### config.mk
export PLATFORM = sky130hd
export DESIGN_NAME = lcd_instruction_executor
export DESIGN_NICKNAME = d
export VERILOG_FILES = /design/src/rtl/lcd_exec_pkg.sv /design/src/rtl/lcd_pin_sync.sv /design/src/rtl/lcd_timebase.sv /design/src/rtl/lcd_instruction_executor.sv
export SDC_FILE = /design/constraint.sdc
export NUM_CORES = 2
export LEC_CHECK = 0
export BUFFER_PORTS_ARGS = -buffer_cell sky130_fd_sc_hd__buf_2
export CAP_MARGIN = 20
export CORE_MARGIN = 2
export CORE_UTILIZATION = 29
export CTS_BUF_LIST = sky130_fd_sc_hd__clkbuf_4 sky130_fd_sc_hd__clkbuf_8
export DETAILED_ROUTE_END_ITERATION = 10
export SYNTH_ARGS = -nofsm -noshare
export SYNTH_HDL_FRONTEND = slang
export SYNTH_SLANG_ARGS = --single-unit
### constraint.sdc
create_clock -name clk_sys_i -period 3.7 [get_ports clk_sys_i]
set_input_delay 0.37 -clock clk_sys_i [delete_from_list [all_inputs] [get_ports clk_sys_i]]
set_output_delay 0.37 -clock clk_sys_i [all_outputs]
set_load 0.005 [all_outputs]
### src/rtl/lcd_exec_pkg.sv
// constants and types shared by the display instruction executor
package lcd_exec_pkg;

	// ****************************************
	// clocking and execution timing
	// ****************************************
	localparam int CLK_KHZ = 20000; // system clock, 50 ns period
	localparam int OSC_KHZ = 270; // nominal internal oscillator rate
	localparam int OSC_DIV = CLK_KHZ / OSC_KHZ; // system cycles per oscillator tick
	localparam int EXEC_NS = 37000; // ordinary instruction time
	localparam int HOME_NS = 1520000; // clear display and return home time
	localparam int ADD_NS = 4000; // counter_update_delay after busy clears
	localparam int EXEC_TICKS = (EXEC_NS * OSC_KHZ + 999999) / 1000000;
	localparam int HOME_TICKS = (HOME_NS * OSC_KHZ + 999999) / 1000000;
	localparam int ADD_TICKS = (ADD_NS * OSC_KHZ + 999999) / 1000000;
	localparam int BLINK_US = 409600; // blink half period at the reference rate
	localparam int BLINK_REF_KHZ = 250;
	localparam int BLINK_TICKS = (BLINK_US * BLINK_REF_KHZ) / 1000;
	localparam int TICK_W = 12;

	// ****************************************
	// memory map of the address counter
	// ****************************************
	localparam int DRAM_DEPTH = 80;
	localparam int GRAM_DEPTH = 64;
	localparam logic [6:0] LINE1_LAST = 7'h27;
	localparam logic [6:0] LINE2_BASE = 7'h40;
	localparam logic [6:0] LINE2_LAST = 7'h67;
	localparam logic [6:0] ONE_LAST = 7'h4f;
	localparam logic [6:0] LINE2_TO_IDX = 7'h18; // 40H maps to index 40
	localparam logic [6:0] LINE_LEN = 7'h28;
	localparam logic [6:0] FULL_LEN = 7'h50;
	localparam logic [7:0] SPACE_CODE = 8'h20;
	localparam logic [3:0] CURSOR_ROW_SMALL = 4'h7; // eighth row, counted from zero
	localparam logic [3:0] CURSOR_ROW_TALL = 4'ha; // eleventh row

	// ****************************************
	// reset values
	// ****************************************
	localparam logic [6:0] AC_RST = 7'h00;
	localparam logic ENTRY_INC_RST = 1'b1;
	localparam logic AUTO_SHIFT_RST = 1'b0;
	localparam logic DISP_ON_RST = 1'b0;
	localparam logic CURSOR_ON_RST = 1'b0;
	localparam logic BLINK_ON_RST = 1'b0;

	// ****************************************
	// sequencer states
	// ****************************************
	typedef enum logic [3:0] {
		ST_IDLE = 4'b0001,
		ST_CLEAR = 4'b0010,
		ST_EXEC = 4'b0100,
		ST_ADD_WAIT = 4'b1000
	} exec_state_type;

endpackage : lcd_exec_pkg

### src/rtl/lcd_pin_sync.sv
// two-flop synchroniser for the host bus pins
`timescale 1ns/1ps
`default_nettype none
module lcd_pin_sync #(
	parameter int W = 11
) (
	input wire logic clk_sys_i,
	input wire logic rst_n_i,
	input wire logic ce_i,
	input wire logic [W-1:0] pins_i,
	output logic [W-1:0] pins_o
);
	import lcd_exec_pkg::*;

	// ****************************************
	// one synchroniser per pin
	// ****************************************
	genvar g;
	generate
		for (g = 0; g < W; g++) begin : g_bit
			logic meta_r;
			logic sync_r;
			// first stage feeds only the second stage
			always_ff @(posedge clk_sys_i or negedge rst_n_i) begin
				if (!rst_n_i) begin
					meta_r <= 1'b0;
					sync_r <= 1'b0;
				end else if (ce_i) begin
					meta_r <= pins_i[g];
					sync_r <= meta_r;
				end
			end
			assign pins_o[g] = sync_r;
		end
	endgenerate
endmodule : lcd_pin_sync
`default_nettype wire

### src/rtl/lcd_timebase.sv
// oscillator tick prescaler and cursor blink phase generator
`timescale 1ns/1ps
`default_nettype none
module lcd_timebase #(
	parameter int DIV = lcd_exec_pkg::OSC_DIV,
	parameter int BLINK = lcd_exec_pkg::BLINK_TICKS
) (
	input wire logic clk_sys_i,
	input wire logic rst_n_i,
	input wire logic ce_i,
	input wire logic blink_en_i,
	output logic osc_tick_o,
	output logic blink_phase_o
);
	import lcd_exec_pkg::*;

	logic [7:0] div_r, div_nxt;
	logic [16:0] blink_cnt_r, blink_cnt_nxt;
	logic phase_r, phase_nxt;

	// ****************************************
	// next values
	// ****************************************
	// counting oscillator ticks keeps the blink rate tied to the oscillator
	always_comb begin
		div_nxt = div_r + 8'h01;
		blink_cnt_nxt = blink_cnt_r;
		phase_nxt = phase_r;
		osc_tick_o = 1'b0;
		if (div_r == 8'(DIV - 1)) begin
			div_nxt = 8'h00;
			osc_tick_o = 1'b1;
		end
		if (!blink_en_i) begin
			blink_cnt_nxt = 17'h00000; // restart so the phase starts normal
			phase_nxt = 1'b0;
		end else if (osc_tick_o) begin
			if (blink_cnt_r == 17'(BLINK - 1)) begin
				blink_cnt_nxt = 17'h00000;
				phase_nxt = ~phase_r;
			end else begin
				blink_cnt_nxt = blink_cnt_r + 17'h00001;
			end
		end
	end

	// ****************************************
	// registers
	// ****************************************
	always_ff @(posedge clk_sys_i or negedge rst_n_i) begin
		if (!rst_n_i) begin
			div_r <= 8'h00;
			blink_cnt_r <= 17'h00000;
			phase_r <= 1'b0;
		end else if (ce_i) begin
			div_r <= div_nxt;
			blink_cnt_r <= blink_cnt_nxt;
			phase_r <= phase_nxt;
		end
	end

	assign blink_phase_o = phase_r;
endmodule : lcd_timebase
`default_nettype wire

### src/rtl/lcd_instruction_executor.sv
// instruction executor of a character dot-matrix display controller
//
// Contract
// - data write with select high, read/write low stores byte in addressed RAM
// - data read with select high, read/write high returns byte from addressed RAM
// - counter steps by one after each RAM data write or read
// - counter step lands a short delay after busy clears
// - clear fills display RAM with spaces, zeroes counter and shift, sets increment
// - return home zeroes counter and shift, RAM untouched
// - direction bit one increments, zero decrements, for both RAMs
// - auto-shift on display write shifts left on increment, right on decrement
// - no auto-shift on display reads or any glyph access
// - display enable turns panel on or off, RAM contents kept
// - cursor is five dots on row eight or eleven, independent of entry mode
// - blink alternates blank and normal every 409.6 ms at 250 kHz
// - cursor/display shift command moves without any RAM access
// - two-line mode cursor passes from digit 40 onto line two
// - two-line display shift moves lines together, each wrapping within itself
// - display-only shift leaves counter unchanged
// - busy flag high while executing; host waits for low
// - shift code 00 cursor left, 01 right, 10 display left, 11 right
// - two-line addresses 00-27H and 40-67H; one-line 00-4FH
`timescale 1ns/1ps
`default_nettype none
module lcd_instruction_executor #(
	parameter int EXEC_TICKS = lcd_exec_pkg::EXEC_TICKS,
	parameter int HOME_TICKS = lcd_exec_pkg::HOME_TICKS,
	parameter int ADD_TICKS = lcd_exec_pkg::ADD_TICKS,
	parameter int BLINK_TICKS = lcd_exec_pkg::BLINK_TICKS
) (
	input wire logic clk_sys_i,
	input wire logic rst_n_i,
	input wire logic ce_i,
	input wire logic reg_select_i,
	input wire logic rw_i,
	input wire logic enable_i,
	input wire logic [7:0] data_i,
	output logic [7:0] data_o,
	output logic data_oe_n_o,
	input wire logic two_line_i,
	input wire logic tall_font_i,
	input wire logic [6:0] scan_addr_i,
	output logic [7:0] scan_data_o,
	output logic busy_flag_o,
	output logic [6:0] addr_counter_o,
	output logic glyph_sel_o,
	output logic entry_inc_o,
	output logic auto_shift_o,
	output logic display_on_o,
	output logic cursor_on_o,
	output logic blink_on_o,
	output logic [3:0] cursor_row_o,
	output logic blink_blank_o,
	output logic [6:0] shift_offset_o
);
	import lcd_exec_pkg::*;

	// ****************************************
	// pin synchronisation and strobes
	// ****************************************
	logic [10:0] pins_s;
	logic rs_s, rw_s, en_s, en_d_r;
	logic [7:0] data_s;
	logic osc_tick, blink_phase;
	logic wr_stb, rd_stb;

	lcd_pin_sync #(
		.W(11)
	) u_sync (
		.clk_sys_i(clk_sys_i),
		.rst_n_i(rst_n_i),
		.ce_i(ce_i),
		.pins_i({reg_select_i, rw_i, enable_i, data_i}),
		.pins_o(pins_s)
	);

	assign {rs_s, rw_s, en_s, data_s} = pins_s;
	// writes latch on the falling enable edge, reads start on the rising one
	assign wr_stb = en_d_r & ~en_s & ~rw_s;
	assign rd_stb = ~en_d_r & en_s & rw_s;
	assign data_oe_n_o = ~(en_s & rw_s);

	// ****************************************
	// state
	// ****************************************
	exec_state_type state_r, state_nxt;
	logic [6:0] ac_r, ac_nxt;
	logic glyph_r, glyph_nxt;
	logic inc_r, inc_nxt;
	logic ashift_r, ashift_nxt;
	logic don_r, don_nxt;
	logic con_r, con_nxt;
	logic bon_r, bon_nxt;
	logic [6:0] shift_r, shift_nxt;
	logic [6:0] clr_idx_r, clr_idx_nxt;
	logic [TICK_W-1:0] tick_r, tick_nxt;
	logic [TICK_W-1:0] limit_r, limit_nxt;
	logic step_r, step_nxt;
	logic [7:0] dout_r, dout_nxt;
	logic [7:0] scan_r;
	logic [7:0] dram [DRAM_DEPTH];
	logic [7:0] gram [GRAM_DEPTH];
	logic dram_we, gram_we;
	logic [6:0] dram_wa;
	logic [7:0] dram_wd;
	logic [6:0] ac_idx;

	// ****************************************
	// address helpers
	// ****************************************
	// next address in the entry direction, with line and window wrap
	function automatic logic [6:0] step_addr(input logic [6:0] a, input logic up,
		input logic glyph, input logic two);
		logic [6:0] r;
		r = a;
		if (glyph) begin
			r = {1'b0, up ? a[5:0] + 6'h01 : a[5:0] - 6'h01};
		end else if (two) begin
			if (up) begin
				r = (a == LINE1_LAST) ? LINE2_BASE : (a == LINE2_LAST) ? 7'h00 : a + 7'h01;
			end else begin
				r = (a == 7'h00) ? LINE2_LAST : (a == LINE2_BASE) ? LINE1_LAST : a - 7'h01;
			end
		end else begin
			r = up ? ((a == ONE_LAST) ? 7'h00 : a + 7'h01) : ((a == 7'h00) ? ONE_LAST : a - 7'h01);
		end
		return r;
	endfunction : step_addr

	// display shift offset; in two-line mode each line wraps within 40 digits
	function automatic logic [6:0] shift_step(input logic [6:0] s, input logic left,
		input logic two);
		logic [6:0] len;
		len = two ? LINE_LEN : FULL_LEN;
		if (left) begin
			return (s >= len - 7'h01) ? 7'h00 : s + 7'h01;
		end
		return (s == 7'h00 || s >= len) ? len - 7'h01 : s - 7'h01;
	endfunction : shift_step

	// second line lives just after the first in the array
	assign ac_idx = (two_line_i && ac_r[6]) ? ac_r - LINE2_TO_IDX : ac_r;

	// ****************************************
	// instruction sequencer, next values
	// ****************************************
	always_comb begin
		state_nxt = state_r;
		ac_nxt = ac_r;
		glyph_nxt = glyph_r;
		inc_nxt = inc_r;
		ashift_nxt = ashift_r;
		don_nxt = don_r;
		con_nxt = con_r;
		bon_nxt = bon_r;
		shift_nxt = shift_r;
		clr_idx_nxt = clr_idx_r;
		tick_nxt = tick_r;
		limit_nxt = limit_r;
		step_nxt = step_r;
		dout_nxt = dout_r;
		dram_we = 1'b0;
		gram_we = 1'b0;
		dram_wa = ac_idx;
		dram_wd = data_s;
		// status is readable in every state; the counter shows its old value until updated
		if (rd_stb && !rs_s) begin
			dout_nxt = {busy_flag_o, ac_r};
		end
		case (state_r)
			ST_IDLE: begin
				tick_nxt = '0;
				limit_nxt = TICK_W'(EXEC_TICKS);
				if (wr_stb && rs_s) begin
					// data write to whichever RAM was addressed last
					if (glyph_r) begin
						gram_we = 1'b1;
					end else begin
						dram_we = (ac_idx < 7'(DRAM_DEPTH));
						if (ashift_r) begin
							shift_nxt = shift_step(shift_r, inc_r, two_line_i);
						end
					end
					step_nxt = 1'b1;
					state_nxt = ST_EXEC;
				end else if (rd_stb && rs_s) begin
					// reads never shift the display
					if (glyph_r) begin
						dout_nxt = gram[ac_r[5:0]];
					end else begin
						dout_nxt = (ac_idx < 7'(DRAM_DEPTH)) ? dram[ac_idx] : 8'h00;
					end
					step_nxt = 1'b1;
					state_nxt = ST_EXEC;
				end else if (wr_stb) begin
					state_nxt = ST_EXEC;
					casez (data_s)
						8'b1???????: begin
							ac_nxt = data_s[6:0];
							glyph_nxt = 1'b0;
						end
						8'b01??????: begin
							ac_nxt = {1'b0, data_s[5:0]};
							glyph_nxt = 1'b1;
						end
						8'b001?????: begin
							// line count and font arrive as ports; only the time is spent
						end
						8'b0001????: begin
							// no RAM access here; cursor moves through the counter
							if (!data_s[3]) begin
								ac_nxt = step_addr(ac_r, data_s[2], glyph_r, two_line_i);
							end else begin
								shift_nxt = shift_step(shift_r, ~data_s[2], two_line_i);
							end
						end
						8'b00001???: begin
							don_nxt = data_s[2];
							con_nxt = data_s[1];
							bon_nxt = data_s[0];
						end
						8'b000001??: begin
							inc_nxt = data_s[1];
							ashift_nxt = data_s[0];
						end
						8'b0000001?: begin
							ac_nxt = AC_RST;
							glyph_nxt = 1'b0;
							shift_nxt = 7'h00;
							limit_nxt = TICK_W'(HOME_TICKS);
						end
						8'b00000001: begin
							ac_nxt = AC_RST;
							glyph_nxt = 1'b0;
							shift_nxt = 7'h00;
							inc_nxt = 1'b1;
							clr_idx_nxt = 7'h00;
							limit_nxt = TICK_W'(HOME_TICKS);
							state_nxt = ST_CLEAR;
						end
						default: begin
							state_nxt = ST_EXEC; // all-zero code only burns time
						end
					endcase
				end
			end
			ST_CLEAR: begin
				// one location per cycle, far inside the busy interval
				dram_we = 1'b1;
				dram_wa = clr_idx_r;
				dram_wd = SPACE_CODE;
				clr_idx_nxt = clr_idx_r + 7'h01;
				if (osc_tick) begin
					tick_nxt = tick_r + TICK_W'(1);
				end
				if (clr_idx_r == 7'(DRAM_DEPTH - 1)) begin
					state_nxt = ST_EXEC;
				end
			end
			ST_EXEC: begin
				if (osc_tick) begin
					tick_nxt = tick_r + TICK_W'(1);
					if (tick_r + TICK_W'(1) >= limit_r) begin
						tick_nxt = '0;
						state_nxt = step_r ? ST_ADD_WAIT : ST_IDLE;
					end
				end
			end
			ST_ADD_WAIT: begin
				// busy is already low; new instructions are ignored until the counter update
				if (osc_tick) begin
					tick_nxt = tick_r + TICK_W'(1);
					if (tick_r + TICK_W'(1) >= TICK_W'(ADD_TICKS)) begin
						ac_nxt = step_addr(ac_r, inc_r, glyph_r, two_line_i);
						step_nxt = 1'b0;
						state_nxt = ST_IDLE;
					end
				end
			end
			default: begin
				state_nxt = ST_IDLE;
			end
		endcase
	end

	// ****************************************
	// registers
	// ****************************************
	always_ff @(posedge clk_sys_i or negedge rst_n_i) begin
		if (!rst_n_i) begin
			state_r <= ST_IDLE;
			ac_r <= AC_RST;
			glyph_r <= 1'b0;
			inc_r <= ENTRY_INC_RST;
			ashift_r <= AUTO_SHIFT_RST;
			don_r <= DISP_ON_RST;
			con_r <= CURSOR_ON_RST;
			bon_r <= BLINK_ON_RST;
			shift_r <= 7'h00;
			clr_idx_r <= 7'h00;
			tick_r <= '0;
			limit_r <= '0;
			step_r <= 1'b0;
			dout_r <= 8'h00;
			en_d_r <= 1'b0;
		end else if (ce_i) begin
			state_r <= state_nxt;
			ac_r <= ac_nxt;
			glyph_r <= glyph_nxt;
			inc_r <= inc_nxt;
			ashift_r <= ashift_nxt;
			don_r <= don_nxt;
			con_r <= con_nxt;
			bon_r <= bon_nxt;
			shift_r <= shift_nxt;
			clr_idx_r <= clr_idx_nxt;
			tick_r <= tick_nxt;
			limit_r <= limit_nxt;
			step_r <= step_nxt;
			dout_r <= dout_nxt;
			en_d_r <= en_s;
		end
	end

	// ****************************************
	// memories and scan port
	// ****************************************
	// no reset on the arrays; contents survive display off
	always_ff @(posedge clk_sys_i) begin
		if (ce_i) begin
			if (dram_we) begin
				dram[dram_wa] <= dram_wd;
			end
			if (gram_we) begin
				gram[ac_r[5:0]] <= data_s;
			end
			scan_r <= (scan_addr_i < 7'(DRAM_DEPTH)) ? dram[scan_addr_i] : SPACE_CODE;
		end
	end

	lcd_timebase #(
		.DIV(OSC_DIV),
		.BLINK(BLINK_TICKS)
	) u_timebase (
		.clk_sys_i(clk_sys_i),
		.rst_n_i(rst_n_i),
		.ce_i(ce_i),
		.blink_en_i(bon_r),
		.osc_tick_o(osc_tick),
		.blink_phase_o(blink_phase)
	);

	// ****************************************
	// outputs
	// ****************************************
	assign busy_flag_o = (state_r == ST_CLEAR) || (state_r == ST_EXEC);
	assign data_o = dout_r;
	assign scan_data_o = scan_r;
	assign addr_counter_o = ac_r;
	assign glyph_sel_o = glyph_r;
	assign entry_inc_o = inc_r;
	assign auto_shift_o = ashift_r;
	assign display_on_o = don_r;
	assign cursor_on_o = con_r;
	assign blink_on_o = bon_r;
	assign cursor_row_o = tall_font_i ? CURSOR_ROW_TALL : CURSOR_ROW_SMALL;
	assign blink_blank_o = bon_r & blink_phase;
	assign shift_offset_o = shift_r;
endmodule : lcd_instruction_executor
`default_nettype wire

==> reports/results.ini <==
[outcome]
outcome = finished, final reports clean

[global_route]
grt_util_all_layers = 0.189
grt_busiest_layer = met2
met3_usage = 0.0498
met2_usage = 0.290
grt_max_degree = 81
grt_pass1_wl_microns = 280000
grt-ovfl-total = 0
antenna_found_initial = 10
use_met1 = 0.250
grt_pass1_vias = 38000

[critical_path]
path_delay_family = compound AO/OA/AOI/OAI gates
max_stage_delay_ns = 0.58
crit_top_cell = buf_4
r2r_end = dram[4][1]$_DFFE_PP_
crit_buf_inv = 5
rrSetupSlack_ns = 0.02
crit_path_top_delay_cell = a21oi_1
worstSetupPathType = flip-flop to flip-flop
crit_chain = inv_2 > ha_1 > o31ai_1 > o2111ai_1 > a21oi_1 > buf_4 > nand3_1 > buf_4 > buf_4 > nor2_1 > buf_4
arrival_ns = 4.32
crit_path_start_kind = flip-flop
reg2reg_depth = 11
required_ns = 4.34
worst-path-max-fanout = 8
cp-end-kind = flip-flop
r2r-start = addr_counter_o[3]$_DFFE_PN0P_

[floorplanning]
start_util = 0.292
io_pins = 66
die_w_microns = 449
die_h_microns = 449
core_sq_um = 197000
die-area_sq_um = 202000
std_cell_rows = 163

[timing]
final-max-slew-violation-count = 0
tightest_slew_ns = 1.11
rsz0062_at_grt = false
fin_hold_ws_ns = 0.111
finalCritPeriodShare = 0.995
hold_viol = 0
slew_headroom = 0.259
max_freq_mhz = 272
setup_viol = 0
fin_skew_ns = 0.0607
min_period_ns = 3.68

[min_path]
hp-class = input port to flip-flop
hold_end = scan_data_o[6]$_SDFFCE_PP0P_
holdPathStages = 2
hp-start = scan_addr_i[6]

[synth]
synth_fp_nets = 3706
synth_warnings = 0
ys_ff_latch = 1263
yosysUniqueCellTypes = 103
ys_seq_area_frac = 0.651
yosys_most_used_dff = edfxtp_1
avgSynthCellArea_sq_um = 15.7
syn_area_sq_um = 57400
async_reset_ff_frac = 0.0816
synth_cells = 3659
synth_edf_count = 1160

[clock_tree]
htreeDepth = 4
clock_latency_ns = 0.97
cts_root_buf = clkbuf_8
cts_tree = yes
clkTransAtPathRegs_ns = 0.07
cts_buffers = 198
clk_path_buf_depth = 3
clock_sinks = 1263

[pwr]
p_int_mw = 25.9
p_clk_frac = 0.317
vdd_drop_max_uv = 340
swShare = 0.330
total_power_mw = 38.6
netSwitchingPower_mw = 12.8
power_density_nw_per_um2 = 575
seqPwrFrac = 0.427
pwr-share-comb = 0.256
power_leakage_nw = 21.9

[drt]
drt_iter0_markers = 5536
ant_nets = 0
remaining_drc_errors = 0
viasPerCell = 5.65
wirelength_microns = 196000
wl_per_cell_microns = 28.6
dr.pass1.iters = 8
vias = 38700

[layout]
syn2layout_area_growth_pct = 17.0
fin_area_sq_um = 67200
nets = 4093
final_common_cell = edfxtp_1
most-common-layout-cells = edfxtp_1, buf_4, mux4_2, nor2_1, clkbuf_8
drive_gt1_frac = 0.297

[placed_design]
hpwl_microns = 131000
port_buffers = 64
place.gp.congestion = 0.953
dpl_cell_area_sq_um = 63000

[run]
max_cap_violations = 0

==> through the flow <==
stage / cells / setup TNS, ns / util / setup slack, ns
3_5_place_dp: 6469 / -0.0351 / 0.320 / -0.0351
4_1_cts: 6848 / 0 / 0.341 / 0.0162
3_3_place_gp: 6469 / 0 / 0.320 / 0.0940
2_1_floorplan: 3659 / 0 / - / 0.163
5_1_grt: 6852 / 0 / 0.341 / 0.0536
6_report: 6854 / 0 / 0.341 / 0.0196
==> registers in the layout, summed over array words and instances, names as in the netlist, 2 cells and up <==
name	cells
tick_r	12
dram	640
addr_counter_o	7
shift_offset_o	7
scan_data_o	8
state_r	4
limit_r	2
clr_idx_r	7
u_sync.g_bit.meta_r	11
u_sync.g_bit.sync_r	11
data_o	8
u_timebase.div_r	8
u_timebase.blink_cnt_r	17
gram	512
==> repair_timing <==
action	CTS	global route
endpoints found under the hold margin	78	0
buffers inserted	0	0
gates resized for setup	1	5
hold buffers	16	0
endpoints found under the setup margin	1	25
==> kinds of logic after synthesis <==
logic type      share of synthesized area
mux                                 0.154
simple gates                       0.0600
buf+inv                            0.0263
xor+xnor                          0.00440
flops                               0.651
fa+ha+maj                         0.00523
compound gates                     0.0981
other cells                     0.0000653
==> layer usage <==
layer	vias to the layer above	share of wire
li1	15700	-
met1	19800	0.38
met2	2654	0.45
met3	537	0.11
met4	2	0.054
met5	-	0.000066
==> area by class of cell <==
cell class,count,area (sq um)
inverter,40,153
timing repair buffer,456,3700
sequential,1263,37400
multi-input combinational,2087,18600
fill,18900,130000
clock inverter,110,841
tap,2640,3300
antenna,5,12.5
clock buffer,253,3190
==> power groups by stage <==
stage / logic [mW] / clock network [mW] / registers [mW]
after global placement: 9.49 / 0 / 16.8
final: 9.87 / 12.2 / 16.5
after detailed placement: 9.53 / 0 / 16.8
after CTS: 9.58 / 12.4 / 16.5
after floorplan: 5.04 / 0 / 16.7
after global routing: 10.1 / 13.0 / 16.5
==> worst max path at each step <==
stage | from | to | slack [ns] | cells past startpoint
global route | addr_counter_o[3]$_DFFE_PN0P_ | dram[31][6]$_DFFE_PP_ | 0.05 | 9
global placement | addr_counter_o[2]$_DFFE_PN0P_ | data_o[1]$_DFFE_PN0P_ | 0.09 | 9
detailed placement | addr_counter_o[2]$_DFFE_PN0P_ | data_o[1]$_DFFE_PN0P_ | -0.04 | 9
CTS | addr_counter_o[1]$_DFFE_PN0P_ | data_o[1]$_DFFE_PN0P_ | 0.02 | 10
finish | addr_counter_o[3]$_DFFE_PN0P_ | dram[4][1]$_DFFE_PP_ | 0.02 | 11
floorplan | u_sync.g_bit[2].sync_r$_DFFE_PN0P_ | dram[0][2]$_DFFE_PP_ | 0.16 | 4
==> cells in the mapped netlist (all sizes together), types with 19 or more instances <==
cell       n  area share
a22oi     38      0.0050
mux4     278        0.11
nand2    165       0.011
clkbuf    97      0.0064
ha        24      0.0052
a21oi    102      0.0091
and2      24      0.0026
nor4      19      0.0023
o31ai     27      0.0035
edfxtp  1160        0.61
a211oi    26      0.0036
mux2     136       0.027
nand3     55      0.0048
mux2i    107       0.019
nand2b    23      0.0025
o22ai    126       0.014
a221oi    61      0.0093
nor2     261       0.017
inv       40      0.0026
buf      172       0.017
o21ai    138       0.012
nor3      36      0.0035
a31oi     25      0.0027
dfrtp    101       0.044
o211ai    21      0.0027
o221ai    63      0.0096
No activity file was read; power rests on OpenSTA's default activity.
